--- src/rtl/pbbs_pkg.sv ---
// constants and encodings for the self-test beep and blink signaller
//------------------------------------------------------------------------------
// Notes on behaviour
// - a reported recoverable error plays a speaker pattern and an LED pattern by type
// - processor init done sounds exactly one 0.5 s tone at 3270 Hz
// - self-test complete sounds one 0.5 s tone at 3270 Hz
// - video error: two 0.5 s on/off beeps at 3270 Hz, then 3.0 s pause
// - firmware reports a missing video option firmware as the video error event
// - memory error: three 0.5 s on/off beeps at 1280 Hz, then 3.0 s pause
// - video and memory patterns repeat with their pauses until power is removed; here a newly taken event or an update start ends them
// - thermal warning: groups of four 0.5 s beeps at 1280 Hz, 3.0 s pauses
// - thermal pattern stops by itself after the sixteenth tone
// - init done and self-test done: LED lit, then dark for 0.5 s
// - during firmware update speaker silent, LED dark first, then 0.5 s on/off alternation
// - video and memory LED: two or three blinks, 3.0 s dark pause, repeating
// - thermal LED: groups of four blinks, 3.0 s pauses, ends after sixteenth blink
// - the last progress code written to port 80h is held and readable
// - progress codes are eight-bit values 00 to FF, so the latch is eight bits
//------------------------------------------------------------------------------
package pbbs_pkg;

    //--------------------------------------------------------------------------
    // clock and timing
    //--------------------------------------------------------------------------
    localparam int CLK_HZ         = 100_000_000;
    localparam int HALF_SEC_MS    = 500;
    localparam int PAUSE_MS       = 3000;
    localparam int TONE_HI_HZ     = 3270;
    localparam int TONE_LO_HZ     = 1280;
    localparam int HALF_SEC_CYC   = (CLK_HZ / 1000) * HALF_SEC_MS;
    localparam int PAUSE_HALVES   = PAUSE_MS / HALF_SEC_MS;
    localparam int TONE_HI_HALF   = CLK_HZ / (2 * TONE_HI_HZ);
    localparam int TONE_LO_HALF   = CLK_HZ / (2 * TONE_LO_HZ);
    localparam int CNT_W          = 26;

    //--------------------------------------------------------------------------
    // pattern shapes
    //--------------------------------------------------------------------------
    localparam logic [2:0] VIDEO_BEEPS   = 3'h2;
    localparam logic [2:0] MEM_BEEPS     = 3'h3;
    localparam logic [2:0] THERM_BEEPS   = 3'h4;
    localparam logic [4:0] THERM_TOTAL   = 5'h10;
    localparam logic [2:0] PAUSE_LAST    = 3'(PAUSE_HALVES - 1);

    //--------------------------------------------------------------------------
    // event codes and progress port
    //--------------------------------------------------------------------------
    localparam int         EVT_W         = 3;
    localparam logic [2:0] EVT_CPU_DONE  = 3'h0;
    localparam logic [2:0] EVT_POST_DONE = 3'h1;
    localparam logic [2:0] EVT_VIDEO_ERR = 3'h2;
    localparam logic [2:0] EVT_MEM_ERR   = 3'h3;
    localparam logic [2:0] EVT_THERMAL   = 3'h4;
    localparam int          CODE_W       = 8;
    localparam logic [15:0] CODE_PORT    = 16'h0080;
    localparam logic [7:0]  CODE_RESET   = 8'h00;

    // sequencer states
    typedef enum logic [2:0] {
        ST_IDLE,
        ST_BEEP,
        ST_GAP,
        ST_PAUSE,
        ST_UPD_DARK,
        ST_UPD_LIT
    } pbbs_state_t;

endpackage

--- src/rtl/pbbs_top.sv ---
// self-test beep and blink sequencer with progress code latch
`timescale 1ns/1ps
module pbbs_top #(
    parameter int HALF_CYC = pbbs_pkg::HALF_SEC_CYC,
    parameter int HI_HALF  = pbbs_pkg::TONE_HI_HALF,
    parameter int LO_HALF  = pbbs_pkg::TONE_LO_HALF
) (
    input  wire logic                        clk,
    input  wire logic                        resetn,
    input  wire logic                        evt_valid,
    input  wire logic [pbbs_pkg::EVT_W-1:0]  evt_code,
    input  wire logic                        fw_update,
    input  wire logic                        io_wr,
    input  wire logic [15:0]                 io_addr,
    input  wire logic [pbbs_pkg::CODE_W-1:0] io_wdata,
    output logic                             spk_out,
    output logic                             led_out,
    output logic                             busy,
    output logic [pbbs_pkg::CODE_W-1:0]      post_code
);
    import pbbs_pkg::*;

    //--------------------------------------------------------------------------
    // declarations
    //--------------------------------------------------------------------------
    // sequencer state and shared tick
    pbbs_state_t       state_r;
    logic [CNT_W-1:0]  half_cnt_r;
    logic              half_done;

    // event and update decode
    logic              evt_known;
    logic              evt_take;
    logic              upd_r;
    logic              upd_rise;
    logic              upd_fall;
    logic              start;

    // shape of the running pattern
    logic [2:0]        group_r;
    logic              hi_tone_r;
    logic              repeat_r;
    logic              limited_r;
    logic              led_inv_r;

    // position inside the pattern
    logic [2:0]        beep_cnt_r;
    logic [4:0]        total_cnt_r;
    logic [2:0]        pause_cnt_r;

    // outputs, pitch and progress latch
    logic              led_nxt;
    logic [CODE_W-1:0] code_r;
    logic              busy_r;
    logic              led_r;
    logic [CNT_W-1:0]  tone_half;
    logic              last_tone;

    //--------------------------------------------------------------------------
    // event decode
    //--------------------------------------------------------------------------

    // only the five defined codes start a pattern
    assign evt_known = (evt_code == EVT_CPU_DONE)
                    || (evt_code == EVT_POST_DONE)
                    || (evt_code == EVT_VIDEO_ERR)
                    || (evt_code == EVT_MEM_ERR)
                    || (evt_code == EVT_THERMAL);

    // events during a firmware update are ignored
    assign evt_take = evt_valid && evt_known && !fw_update;

    // update start and end edges
    assign upd_rise = fw_update && !upd_r;
    assign upd_fall = !fw_update && upd_r;

    // any start realigns timing for both outputs
    assign start = evt_take || upd_rise;

    // firmware update level history
    always_ff @(posedge clk) begin
        if (!resetn) begin
            upd_r <= 1'b0;
        end else begin
            upd_r <= fw_update;
        end
    end

    //--------------------------------------------------------------------------
    // shared half second tick
    //--------------------------------------------------------------------------

    assign half_done = (half_cnt_r == CNT_W'(HALF_CYC - 1));

    // one counter times every interval of every pattern
    always_ff @(posedge clk) begin
        if (!resetn || start || upd_fall) begin
            half_cnt_r <= '0;
        end else if (state_r == ST_IDLE || half_done) begin
            half_cnt_r <= '0;
        end else begin
            half_cnt_r <= half_cnt_r + 1'b1;
        end
    end

    //--------------------------------------------------------------------------
    // pattern selection
    //--------------------------------------------------------------------------

    // latch the shape of the pattern when an event is taken
    always_ff @(posedge clk) begin
        if (!resetn) begin
            group_r   <= 3'h1;
            hi_tone_r <= 1'b1;
            repeat_r  <= 1'b0;
            limited_r <= 1'b0;
            led_inv_r <= 1'b1;
        end else if (evt_take) begin
            case (evt_code)
                EVT_VIDEO_ERR: begin
                    group_r   <= VIDEO_BEEPS;
                    hi_tone_r <= 1'b1;
                    repeat_r  <= 1'b1;
                    limited_r <= 1'b0;
                    led_inv_r <= 1'b0;
                end
                EVT_MEM_ERR: begin
                    group_r   <= MEM_BEEPS;
                    hi_tone_r <= 1'b0;
                    repeat_r  <= 1'b1;
                    limited_r <= 1'b0;
                    led_inv_r <= 1'b0;
                end
                EVT_THERMAL: begin
                    group_r   <= THERM_BEEPS;
                    hi_tone_r <= 1'b0;
                    repeat_r  <= 1'b1;
                    limited_r <= 1'b1;
                    led_inv_r <= 1'b0;
                end
                default: begin
                    group_r   <= 3'h1;
                    hi_tone_r <= 1'b1;
                    repeat_r  <= 1'b0;
                    limited_r <= 1'b0;
                    led_inv_r <= 1'b1;
                end
            endcase
        end
    end

    //--------------------------------------------------------------------------
    // sequencer
    //--------------------------------------------------------------------------

    // sixteenth tone of a limited pattern
    assign last_tone = limited_r && (total_cnt_r == THERM_TOTAL - 5'h01);

    // tones sounded since the event was taken
    always_ff @(posedge clk) begin
        if (!resetn || evt_take) begin
            total_cnt_r <= 5'h00;
        end else if (half_done && state_r == ST_BEEP) begin
            total_cnt_r <= total_cnt_r + 5'h01;
        end
    end

    // half seconds spent in the silent pause, cleared outside it
    always_ff @(posedge clk) begin
        if (!resetn || state_r != ST_PAUSE) begin
            pause_cnt_r <= 3'h0;
        end else if (half_done) begin
            pause_cnt_r <= pause_cnt_r + 3'h1;
        end
    end

    // beep, gap and pause stepping on half second ticks
    always_ff @(posedge clk) begin
        if (!resetn) begin
            state_r    <= ST_IDLE;
            beep_cnt_r <= 3'h0;
        end else if (upd_rise) begin
            state_r <= ST_UPD_DARK;
        end else if (evt_take) begin
            // an event in the cycle an update ends is still taken
            state_r    <= ST_BEEP;
            beep_cnt_r <= 3'h0;
        end else if (upd_fall) begin
            state_r <= ST_IDLE;
        end else if (half_done) begin
            case (state_r)
                ST_BEEP: begin
                    if (last_tone) begin
                        state_r <= ST_IDLE;
                    end else if (!repeat_r) begin
                        state_r <= ST_IDLE;
                    end else begin
                        state_r <= ST_GAP;
                    end
                end
                ST_GAP: begin
                    if (beep_cnt_r == group_r - 3'h1) begin
                        state_r <= ST_PAUSE;
                    end else begin
                        state_r    <= ST_BEEP;
                        beep_cnt_r <= beep_cnt_r + 3'h1;
                    end
                end
                ST_PAUSE: begin
                    if (pause_cnt_r == PAUSE_LAST) begin
                        state_r    <= ST_BEEP;
                        beep_cnt_r <= 3'h0;
                    end
                end
                ST_UPD_DARK: begin
                    state_r <= ST_UPD_LIT;
                end
                ST_UPD_LIT: begin
                    state_r <= ST_UPD_DARK;
                end
                default: begin
                    state_r <= ST_IDLE;
                end
            endcase
        end
    end

    //--------------------------------------------------------------------------
    // speaker
    //--------------------------------------------------------------------------

    // tone pitch by pattern
    assign tone_half = hi_tone_r ? CNT_W'(HI_HALF) : CNT_W'(LO_HALF);

    // square wave only during beep phases, never in update
    pbbs_tone_gen #(
        .CNT_W    (CNT_W)
    ) u_tone (
        .clk      (clk),
        .resetn   (resetn),
        .en       (state_r == ST_BEEP),
        .restart  (start),
        .half_cyc (tone_half),
        .tone_r   (spk_out)
    );

    //--------------------------------------------------------------------------
    // power LED
    //--------------------------------------------------------------------------

    // LED level by phase
    always_comb begin
        case (state_r)
            ST_IDLE:     led_nxt = 1'b1;
            ST_BEEP:     led_nxt = !led_inv_r;
            ST_GAP:      led_nxt = 1'b0;
            ST_PAUSE:    led_nxt = 1'b0;
            ST_UPD_DARK: led_nxt = 1'b0;
            ST_UPD_LIT:  led_nxt = 1'b1;
            default:     led_nxt = 1'b1;
        endcase
    end

    // registered so LED and tone change on the same edge
    always_ff @(posedge clk) begin
        if (!resetn) begin
            led_r <= 1'b1;
        end else begin
            led_r <= led_nxt;
        end
    end

    // pattern running flag, one cycle behind the sequencer
    always_ff @(posedge clk) begin
        if (!resetn) begin
            busy_r <= 1'b0;
        end else begin
            busy_r <= (state_r != ST_IDLE);
        end
    end

    // registered values straight to the pins
    assign led_out = led_r;
    assign busy    = busy_r;

    //--------------------------------------------------------------------------
    // progress code latch
    //--------------------------------------------------------------------------

    // keep the last byte written to the progress port
    always_ff @(posedge clk) begin
        if (!resetn) begin
            code_r <= CODE_RESET;
        end else if (io_wr && io_addr == CODE_PORT) begin
            code_r <= io_wdata;
        end
    end

    // held byte for the monitor card on the far side
    assign post_code = code_r;

endmodule // pbbs_top

--- src/rtl/pbbs_tone_gen.sv ---
// square wave tone divider for the speaker
`timescale 1ns/1ps
module pbbs_tone_gen #(
    parameter int CNT_W = pbbs_pkg::CNT_W
) (
    input  wire logic             clk,
    input  wire logic             resetn,
    input  wire logic             en,
    input  wire logic             restart,
    input  wire logic [CNT_W-1:0] half_cyc,
    output logic                  tone_r
);
    import pbbs_pkg::*;

    logic [CNT_W-1:0] div_r;

    //--------------------------------------------------------------------------
    // divider: toggles every half period while enabled
    //--------------------------------------------------------------------------
    always_ff @(posedge clk) begin
        if (!resetn || !en || restart) begin
            div_r  <= '0;
            tone_r <= 1'b0;
        end else if (div_r == half_cyc - 1'b1) begin
            div_r  <= '0;
            tone_r <= ~tone_r;
        end else begin
            div_r  <= div_r + 1'b1;
        end
    end

endmodule // pbbs_tone_gen

--- config.mk ---
export PLATFORM = sky130hd
export DESIGN_NAME = pbbs_top
export DESIGN_NICKNAME = d
export VERILOG_FILES = /design/src/rtl/pbbs_pkg.sv /design/src/rtl/pbbs_top.sv /design/src/rtl/pbbs_tone_gen.sv
export SDC_FILE = /design/constraint.sdc
export NUM_CORES = 1
export LEC_CHECK = 0
export BUFFER_PORTS_ARGS = -buffer_cell sky130_fd_sc_hd__buf_2
export CORE_ASPECT_RATIO = 0.5
export CORE_UTILIZATION = 35
export CTS_BUF_LIST = sky130_fd_sc_hd__clkbuf_8 sky130_fd_sc_hd__clkbuf_16
export CTS_CLUSTER_DIAMETER = 80
export DETAILED_ROUTE_END_ITERATION = 12
export SYNTH_ARGS = -nofsm -noshare
export SYNTH_HDL_FRONTEND = slang
export SYNTH_HIERARCHICAL = 1
export SYNTH_SLANG_ARGS = --single-unit
--- constraint.sdc ---
create_clock -name clk -period 3.5 [get_ports clk]
set_input_delay 0.175 -clock clk [delete_from_list [all_inputs] [get_ports clk]]
set_output_delay 0.175 -clock clk [all_outputs]
set_load 0.1 [all_outputs]
==> metrics.md, run 1 <==
| Metric | Value |
|---|---|
| Routed vias/inst | `approximately 4.7` |
| Worst rel slew slack | `46.5%` |
| Placed cell count | `864` |
| Total Wirelength | `between 10000 and 15000 um` |
| Pwr Total | `between 2 and 2.5 mW` |
| Max incr delay on CP | `between 0.6 and 0.7 ns` |
| Port bufs | `42` |
| Synth Instances | `approximately 570` |
| Total grt overflow | `0` |
| # rows | `30` |
| Max Root-Sink Buffers | `2` |
| Hold Startpoint | `io_wdata[6]` |
| Minimum clock period | `about 2.7 ns` |
| CP bufs+invs | `2` |
| Postcts setup bufs | `0` |
| Area leader, netlist | `dfxtp_1` |
| Seq. cell area | `~0.0017 mm2` |
| Detailed-route wire length per cell | `roughly 11 um` |
| Final setup fails | `0` |
| Mapped cell area | `0.00499 mm2` |
| # hold bufs at CTS | `0` |
| Commonest cells in the netlist | `dfxtp_1 (85), nor2_1 (73), xnor2_1 (49)` |
| Starting Density | `36.4%` |
| Overall Global Routing Usage | `between 10 and 15%` |
| H-tree level count | `3` |
| Initial DRT Pass Iterations | `6` |
| Slew Limit Fails | `0` |
| PD cells | `between 300 and 400 mW/mm2` |
| Crit path launch | `hi_tone_r` |
| Fmax achieved | `about 0.37 GHz` |
| P_leak | `slightly above 2 nW` |
| CTS buffer count | `9` |
| Final Hold Viols | `0` |
| CP Cell Sequence | `inv_1, xor2_1, nor2_1, nand2_1, o31ai_1, nand4_1, nor4_4, buf_4, nor3_1` |
| Die height | `between 80 and 90 um` |
| Cell with the most instances after synthesis | `dfxtp_1` |
| Non-filler instance count after layout | `880` |
| First-pass GRT wire length | `17100 um` |
| Synth area leaders | `dfxtp_1 (34%), xnor2_1 (8.6%), xor2_1 (7.2%), nor2_1 (5.5%), nor3_2 (4.0%)` |
| I/O pin count | `between 40 and 50` |
| Post_cts resized | `0` |
| DR vias | `4120` |
| Setup TNS | `0 ns` |
| Clock Sinks | `between 80 and 90` |
| DP Wirelength | `about 7400 um` |
| Syn. warnings | `6` |
| Area of the multi-input gates | `0.00336 mm2` |
| Yosys cell types | `63` |
| # DRC | `0` |
| Average size of a mapped cell | `~8.7 um2` |
| Class of the worst hold path | `input port to register` |
| Max_cap viols | `0` |
| Clk_lat worst skew | `approximately 0.34 ns` |
| Top cell type's share of synthesized area | `between 30% and 40%` |
| Register area share after synthesis | `34.1%` |
| Die width | `around 170 um` |
| Critical R2R Launch | `hi_tone_r` |
| Critical Path RT | `3.71 ns` |
| Fin crit share | `between 70 and 80%` |
| Largest fanout on the critical path | `26` |
| Filler Cells Inserted | `1371` |
| Clk Tree Root Cell | `clkbuf_16` |
| Antenna violations before repair | `0` |
| Top Family by Delay on Critical Path | `simple AND/OR/NAND/NOR gates` |
| Worst VDD drop | `204 uV` |
| ANT nets after route | `0` |
| Core Area | `roughly 0.014 mm2` |
| CP Class | `register to register` |
| Status | `completed` |
| CP max-delay cell | `dfxtp_1` |
| Tightest Pin Transition | `a little under 0.8 ns` |
| Post-synth EDFFs | `0` |
| Util after Layout | `between 40% and 50%` |
| GPL Wtd Cong | `about 0.8` |
| RSZ-0062 raised after global routing | `no` |
| Vias in the first global route | `between 3000 and 4000` |
| N_diodes | `0` |
| Yosys reg bits | `85` |
| Die footprint | `roughly 0.015 mm2` |
| CTS tree | `yes` |
| Initial DRC count | `between 200 and 250` |
| Skew final | `between 0.004 and 0.005 ns` |
| Post-synth ARST share | `0%` |
| Nets | `726` |
| Crit path arrival time | `2.95 ns` |
| CP startpoint kind | `register` |
| Clock-pin slew on the worst setup and hold paths | `approximately 0.06 ns` |
| Fraction of layout cells with a size suffix above 1 | `approximately 15%` |
| Crit end category | `register` |
| Ys flop type | `dfxtp_1` |
| Area Growth Syn to Fin | `19.9%` |
| Largest net degree at the start of global routing | `28` |
[cells in the final DEF (no fill, tap or decap), types with 4 or more instances in the layout]
cell	n
dfxtp_1	85
nor2_1	73
conb_1	69
xnor2_1	49
buf_2	42
xor2_1	41
nand3_1	36
nand2_1	30
inv_1	25
nor3_1	25
nor3_2	20
nand4_1	17
nor4_1	16
mux2i_1	12
a21oi_1	12
ha_1	11
and3_1	9
clkbuf_16	9
nand2b_1	6
o31ai_1	6
o21ai_0	5
or3_1	5
a31oi_1	5
nor4_4	5
nand3b_1	4
buf_4	4
[sequential cells by signal (all words and copies together), names as in the netlist]
name / cells
half_cnt_r: 26
group_r: 3
led_out: 1
beep_cnt_r: 3
state_r: 3
hi_tone_r: 1
u_tone/tone_r: 1
u_tone/div_r: 26
pause_cnt_r: 3
repeat_r: 1
led_inv_r: 1
upd_r: 1
limited_r: 1
total_cnt_r: 5
post_code: 8
busy: 1
[metal layers]
layer / up-vias / share of wire, % / global-route usage, %
li1: 2193 / - / -
met4: 0 / 1.3 / 4.63
met2: 50 / 46 / 23.6
met3: 13 / 3.3 / 3.88
met5: - / 0 / 0
met1: 1864 / 50 / 18.5
[path summary, 6_finish.rpt]
check,endpoint,slack [ns],cells after the start
min,post_code[6],0.07,3
max,u_tone/div_r[6],0.77,9
max reg2reg,u_tone/div_r[6],0.77,9
min reg2reg,half_cnt_r[0],0.44,1
[report_power, final]
part / leakage [nW] / internal [mW] / total, mW / switching [mW]
Clock: 0.162 / 0.700 / 1.10 / 0.395
Sequential: 0.686 / 0.976 / 0.985 / 0.00968
Combinational: 1.23 / 0.0617 / 0.165 / 0.103
[worst min-delay path: stages]
cell and delay, ns:
buf_2 0.08, mux2i_1 0.05, nor2_1 0.07
[per-stage QoR]
step           instance area, um2  hold slack (ns)  setup WS, ns
6_report                     5990           0.0685         0.769
2_1_floorplan                5250            0.322         0.667
5_1_grt                      5990           0.0708         0.487
4_1_cts                      5990           0.0534         0.769
3_3_place_gp                 5640            0.409         0.878
3_5_place_dp                 5640            0.423         0.769
[cell type report]
class	instances	area share, %
Sequential cell	85	28.4
Clock buffer	9	3.76
Multi-Input combinational cell	516	56.2
Tap cell	192	4.01
Clock inverter	7	2.05
Timing Repair Buffer	46	4.01
Inverter	25	1.57
[logic make-up after synthesis]
logic type / Yosys count / share of synthesized area (%)
buf+inv: 40 / 3.61
mux: 13 / 2.63
simple gates: 278 / 33.2
compound gates: 54 / 7.37
other cells: 2 / 0.150
fa+ha+maj: 11 / 2.76
xor+xnor: 91 / 16.3
flops: 85 / 34.1
Note: power is estimated with default switching activity, not from simulation.
==> run 2, diff against run 1 <==
- clock period: 3.5 -> 2.2 ns (I/O delays scaled with it)
==> metrics.md, run 2 (synthesis results as in run 1) <==
| Metric | Value |
|---|---|
| Final Hold Viols | `0` |
| Worst rel slew slack | `between 50% and 60%` |
| Initial DRT Pass Iterations | `4` |
| Tightest Pin Transition | `between 0.6 and 0.7 ns` |
| Fraction of layout cells with a size suffix above 1 | `a little under a fifth` |
| Crit end category | `register` |
| Largest fanout on the critical path | `3` |
| Clk_lat worst skew | `around 0.34 ns` |
| Nets | `~760` |
| Cells on Worst Hold Path | `3` |
| CP startpoint kind | `register` |
| Status | `completed` |
| Total Wirelength | `10900 um` |
| Commonest non-fill, non-tap cell in the layout | `dfxtp_1` |
| PD cells | `about 520 mW/mm2` |
| Die footprint | `between 0.01 and 0.015 mm2` |
| H-tree level count | `3` |
| Pwr Total | `between 3 and 4 mW` |
| CP Class | `register to register` |
| Crit path arrival time | `2.39 ns` |
| Minimum clock period | `~2.1 ns` |
| Die height | `86.5 um` |
| Top Family by Delay on Critical Path | `simple AND/OR/NAND/NOR gates` |
| # DRC | `0` |
| Slew Limit Fails | `0` |
| Worst-case reg-to-reg path depth | `7` |
| Routed vias/inst | `approximately 4.7` |
| Critical path depth | `7` |
| Final setup fails | `0` |
| Fin crit share | `a little over nine tenths` |
| Critical Path RT | `approximately 2.5 ns` |
| CP max-delay cell | `or4_4` |
| I/O pin count | `43` |
| ANT nets after route | `0` |
| Vias in the first global route | `3934` |
| Initial DRC count | `229` |
| Overall Global Routing Usage | `between 10% and 20%` |
| Total grt overflow | `0` |
| Class of the worst hold path | `input port to register` |
| Commonest cells after routing, fill and taps aside | `dfxtp_1 (80), nor2_1 (73), conb_1 (69)` |
| Final Cell Area | `0.00625 mm2` |
| Fmax achieved | `0.472 GHz` |
| Starting Density | `between 30% and 40%` |
| Worst VDD drop | `359 uV` |
| Area Growth Syn to Fin | `25.1%` |
| Max incr delay on CP | `roughly 0.54 ns` |
| CP bufs+invs | `1` |
| Skew final | `~0.0065 ns` |
| Clock-pin slew on the worst setup and hold paths | `~0.060 ns` |
| N_diodes | `0` |
| First-pass GRT wire length | `18200 um` |
| Die width | `171 um` |
| Core Area | `around 0.014 mm2` |
| DR vias | `4269` |
| Clk Tree Root Cell | `clkbuf_16` |
| DP Wirelength | `7930 um` |
| Antenna violations before repair | `0` |
| Port bufs | `42` |
| # rows | `30` |
| CTS tree | `yes` |
| Clock Sinks | `between 80 and 90` |
| P_leak | `about 2.2 nW` |
| Max Root-Sink Buffers | `2` |
| Filler Cells Inserted | `~1400` |
| Max_cap viols | `0` |
| Detailed-route wire length per cell | `about 12 um` |
| Placed cell area | `0.00587 mm2` |
| CTS buffer count | `9` |
| GPL Wtd Cong | `around 0.8` |
| Largest net degree at the start of global routing | `28` |
| CP Cell Sequence | `inv_1, ha_1, xnor2_1, nor4_1, or4_1, or4_4, o21ai_1` |
| RSZ-0062 raised after global routing | `yes` |
## run 2: cell count changes in the layout (fill, tap and decap cells not counted), moves of 2 or more
cell	change
clkinv_2	+2
dfxtp_2	+4
bufinv_16	-3
buf_4	+25
dfxtp_1	-5
buf_12	+3
## run 2: per-layer routing
layer | wire length, um | global-route usage, %
met5 | 0 | 0
met4 | 89 | 4.14
met3 | 348 | 4.20
met2 | 5090 | 25.8
met1 | 5410 | 19.9
## run 2: final cells by class
class / count / area [um2] / share of cell area, %
Clock buffer: 10 / 239 / 3.83
Clock inverter: 5 / 28.8 / 0.461
Inverter: 25 / 97.6 / 1.56
Multi-Input combinational cell: 516 / 3400 / 54.4
Sequential cell: 85 / 1710 / 27.4
Tap cell: 192 / 240 / 3.85
Timing Repair Buffer: 77 / 534 / 8.55
## run 2: worst min-delay path, delay by kind of cell
| kind | cells | cell delay [ns] |
|---|---|---|
| buf+inv | 1 | 0.08 |
| simple gates | 1 | 0.07 |
| mux | 1 | 0.05 |
## run 2: path summary, 6_finish.rpt
check | slack (ns) | start | to
hold / removal | 0.01 | io_wdata[2] | post_code[2]
setup reg to reg | 0.08 | group_r[0] | beep_cnt_r[0]
setup / recovery | 0.08 | group_r[0] | beep_cnt_r[0]
hold reg to reg | 0.46 | half_cnt_r[0] | half_cnt_r[0]
## run 2: per-stage QoR
| stage | setup TNS [ns] | util (%) | hold slack [ns] | setup WS [ns] | std cells |
|---|---|---|---|---|---|
| final | 0 | 45.5 | 0.0105 | 0.0803 | 910 |
| after global routing | -0.0811 | 45.5 | 0.0164 | -0.0180 | 910 |
| after CTS | 0 | 44.8 | 0.00487 | 0.0502 | 905 |
| after detailed placement | 0 | 42.7 | 0.362 | 0.0692 | 889 |
| after global placement | 0 | 42.7 | 0.346 | 0.104 | 889 |
| after floorplan | -1.01 | - | 0.257 | -0.0533 | 641 |
## run 2: repair_timing
item | in CTS | in global routing
endpoints found under the setup margin | 0 | 31
buffers inserted | 0 | 3
gates resized for setup | 0 | 10
endpoints found under the hold margin | 1 | 0
hold buffers | 1 | 0
## run 2: report_power, final
group | switching [mW] | internal [mW] | leakage, nW
sequential | 0.0110 | 1.55 | 0.687
combinational | 0.178 | 0.111 | 1.39
clock | 0.611 | 0.781 | 0.132
total | 0.800 | 2.44 | 2.21
==> run 3, diff against run 2 <==
- SYNTH_HIERARCHICAL: 1 -> default
==> metrics.md, run 3 <==
| Metric | Value |
|---|---|
| CTS buffer count | `9` |
| Nets | `roughly 560` |
| Skew final | `0.00669 ns` |
| Mapped cell area | `0.00407 mm2` |
| Synth Net Count | `around 500` |
| Top Family by Delay on Critical Path | `simple AND/OR/NAND/NOR gates` |
| Die width | `between 150 and 200 um` |
| Port bufs | `42` |
| # DRC | `0` |
| Yosys reg bits | `between 80 and 90` |
| Core Area | `approximately 0.011 mm2` |
| Adder-cell area share of the yosys netlist | `between 3 and 4%` |
| Critical R2R Launch | `half_cnt_r[16]` |
| Cells on Worst Hold Path | `3` |
| Routed vias/inst | `slightly below 5` |
| CP max-delay cell | `or4b_1` |
| Clk_lat worst skew | `between 0.3 and 0.4 ns` |
| DP Wirelength | `~6000 um` |
| Clock Sinks | `85` |
| PD cells | `~700 mW/mm2` |
| CP Cell Sequence | `nor4b_1, nand4_1, or4b_1, a22oi_1, o22ai_1` |
| Slew Limit Fails | `0` |
| Non-filler instance count after layout | `between 600 and 700` |
| Average size of a mapped cell | `roughly 9 um2` |
| P_leak | `around 1.7 nW` |
| Post-synthesis xor/xnor area fraction | `between 10% and 20%` |
| Ys flop type | `dfxtp_1` |
| Initial DRT Pass Iterations | `4` |
| Antenna violations before repair | `0` |
| Area Growth Syn to Fin | `18.5%` |
| Cell with the most instances after synthesis | `nor2_1` |
| Fmax achieved | `about 0.49 GHz` |
| Clk Tree Root Cell | `clkbuf_16` |
| Register area share after synthesis | `a little over two fifths` |
| Max incr delay on CP | `approximately 0.55 ns` |
| Class of the worst hold path | `input port to register` |
| Max_cap viols | `0` |
| # rows | `27` |
| Placed cell count | `645` |
| DR vias | `around 3300` |
| Mux cell area share after synthesis | `2.95%` |
| Crit path launch | `half_cnt_r[16]` |
| Worst-case reg-to-reg path depth | `5` |
| Post-Synth Simple-Gate Area | `between 30% and 40%` |
| I/O pin count | `43` |
| RSZ-0062 raised after global routing | `no` |
| Starting Density | `roughly 37%` |
| Critical path depth | `5` |
| Synth Instances | `approximately 460` |
| Yosys cell types | `50` |
| Worst rel slew slack | `67.4%` |
| Tightest Pin Transition | `between 0.4 and 0.5 ns` |
| CTS tree | `yes` |
| Post-synth ARST share | `0%` |
| Commonest non-fill, non-tap cell in the layout | `nor2_1` |
| Synth Area in Compound Gates | `approximately 5.6%` |
| First-pass GRT wire length | `14100 um` |
| Crit path arrival time | `roughly 2.3 ns` |
| Die height | `78.3 um` |
| Setup TNS | `0 ns` |
| Initial DRC count | `~110` |
| Total grt overflow | `0` |
| Final setup fails | `0` |
| Top cell type's share of synthesized area | `41.8%` |
| Total Wirelength | `8090 um` |
| Minimum clock period | `slightly above 2 ns` |
| CP startpoint kind | `register` |
| Largest fanout on the critical path | `6` |
| H-tree level count | `3` |
| Max Root-Sink Buffers | `2` |
| Worst VDD drop | `approximately 400 uV` |
| Clock-pin slew on the worst setup and hold paths | `0.06 ns` |
| Commonest cells in the netlist | `nor2_1 (86), dfxtp_1 (85), nand2_1 (32)` |
| N_diodes | `0` |
| Detailed-route wire length per cell | `12.2 um` |
| CP bufs+invs | `0` |
| Synth area leaders | `dfxtp_1 (42%), nor2_1 (7.9%), xnor2_1 (6.4%), xor2_1 (5.4%), ha_1 (3.4%)` |
| Filler Cells Inserted | `1129` |
| Final Hold Viols | `0` |
| GPL Wtd Cong | `about 0.8` |
| ANT nets after route | `0` |
| Fin crit share | `about 90%` |
| Syn. warnings | `0` |
| CP Class | `register to register` |
| Fraction of layout cells with a size suffix above 1 | `roughly 15%` |
| Vias in the first global route | `3091` |
| Crit end category | `register` |
| Overall Global Routing Usage | `between 10 and 15%` |
| Largest family of logic cells by synthesized area | `simple AND/OR/NAND/NOR gates` |
| Postcts setup bufs | `0` |
| Critical Path RT | `roughly 2.4 ns` |
| Hold Startpoint | `io_wdata[4]` |
| Largest net degree at the start of global routing | `27` |
| Commonest cells after routing, fill and taps aside | `nor2_1 (86), dfxtp_1 (85), buf_2 (42)` |
| Status | `completed` |
| Post-synth EDFFs | `0` |
| Die footprint | `approximately 0.012 mm2` |
| Area leader, netlist | `dfxtp_1` |
## run 3: changes by cell type after synthesis, moves of 5 or more
cell     delta
xnor2_1    -19
nand3_1    -10
o31ai_1     -6
xor2_1     -16
nor4_1      -8
nor3_2     -19
nor2_1     +13
nor3_1     -12
and3_1      +6
a31oi_1     -5
inv_1      -12
and4_1      +6
## run 3: repair_timing
item,4_1_cts,5_1_grt
endpoints found under the hold margin,2,0
gates resized for setup,0,1
hold buffers,2,0
setup endpoints to repair,0,1
## run 3: logic make-up after synthesis
logic type / Yosys count
adder cells (fa/ha/maj): 11
XOR/XNOR: 56
buffers and inverters: 26
AND/OR/NAND/NOR: 237
AO/OA/AOI/OAI: 34
flip-flops: 85
multiplexers: 12
## run 3: worst paths after layout
check | slack, ns | end
worst min-delay path | 0.01 | post_code[4]
worst max register to register | 0.16 | beep_cnt_r[1]
worst max-delay path | 0.16 | beep_cnt_r[1]
worst min register to register | 0.45 | half_cnt_r[0]
## run 3: area by class of cell
class,instances,area [um2],share of cell area (%)
clock buffers,12,267,5.52
clock inverters,3,67.6,1.40
inverters,13,48.8,1.01
multi-input cells,350,2230,46.2
flip-flops and latches,85,1700,35.3
well taps,145,181,3.76
repair buffers,54,330,6.84
## run 3: metal layers
metal	GRT usage (%)	vias to the layer above	wire, um
li1	-	1705	-
met1	18.1	1528	4070
met2	23.7	27	3720
met3	4.53	8	223
met4	5.15	0	77
met5	0	-	0
## run 3: stage by stage
stage	cell area, um2	hold slack, ns	utilization, %	power, mW	setup WS [ns]
detailed placement	4470	0.352	40.1	1.76	0.142
CTS	4820	0.00201	43.2	3.44	0.139
floorplan	4070	0.257	-	1.70	0.373
finish	4830	0.0134	43.3	3.39	0.161
global route	4830	0.0176	43.3	3.54	0.0403
global placement	4470	0.345	40.1	1.76	0.200
## run 3: worst register-to-register path: stages, from the launching register on
cell     delay, ns
dfxtp_1       0.36
nor4b_1       0.41
nand4_1       0.21
or4b_1        0.55
a22oi_1       0.25
o22ai_1       0.12
## run 3: power by group
part | switching, mW | leakage, nW | internal, mW | total, mW
combinational | 0.0980 | 0.883 | 0.0662 | 0.164
clock | 0.583 | 0.161 | 1.08 | 1.66
sequential | 0.0117 | 0.686 | 1.55 | 1.56
total | 0.692 | 1.73 | 2.70 | 3.39
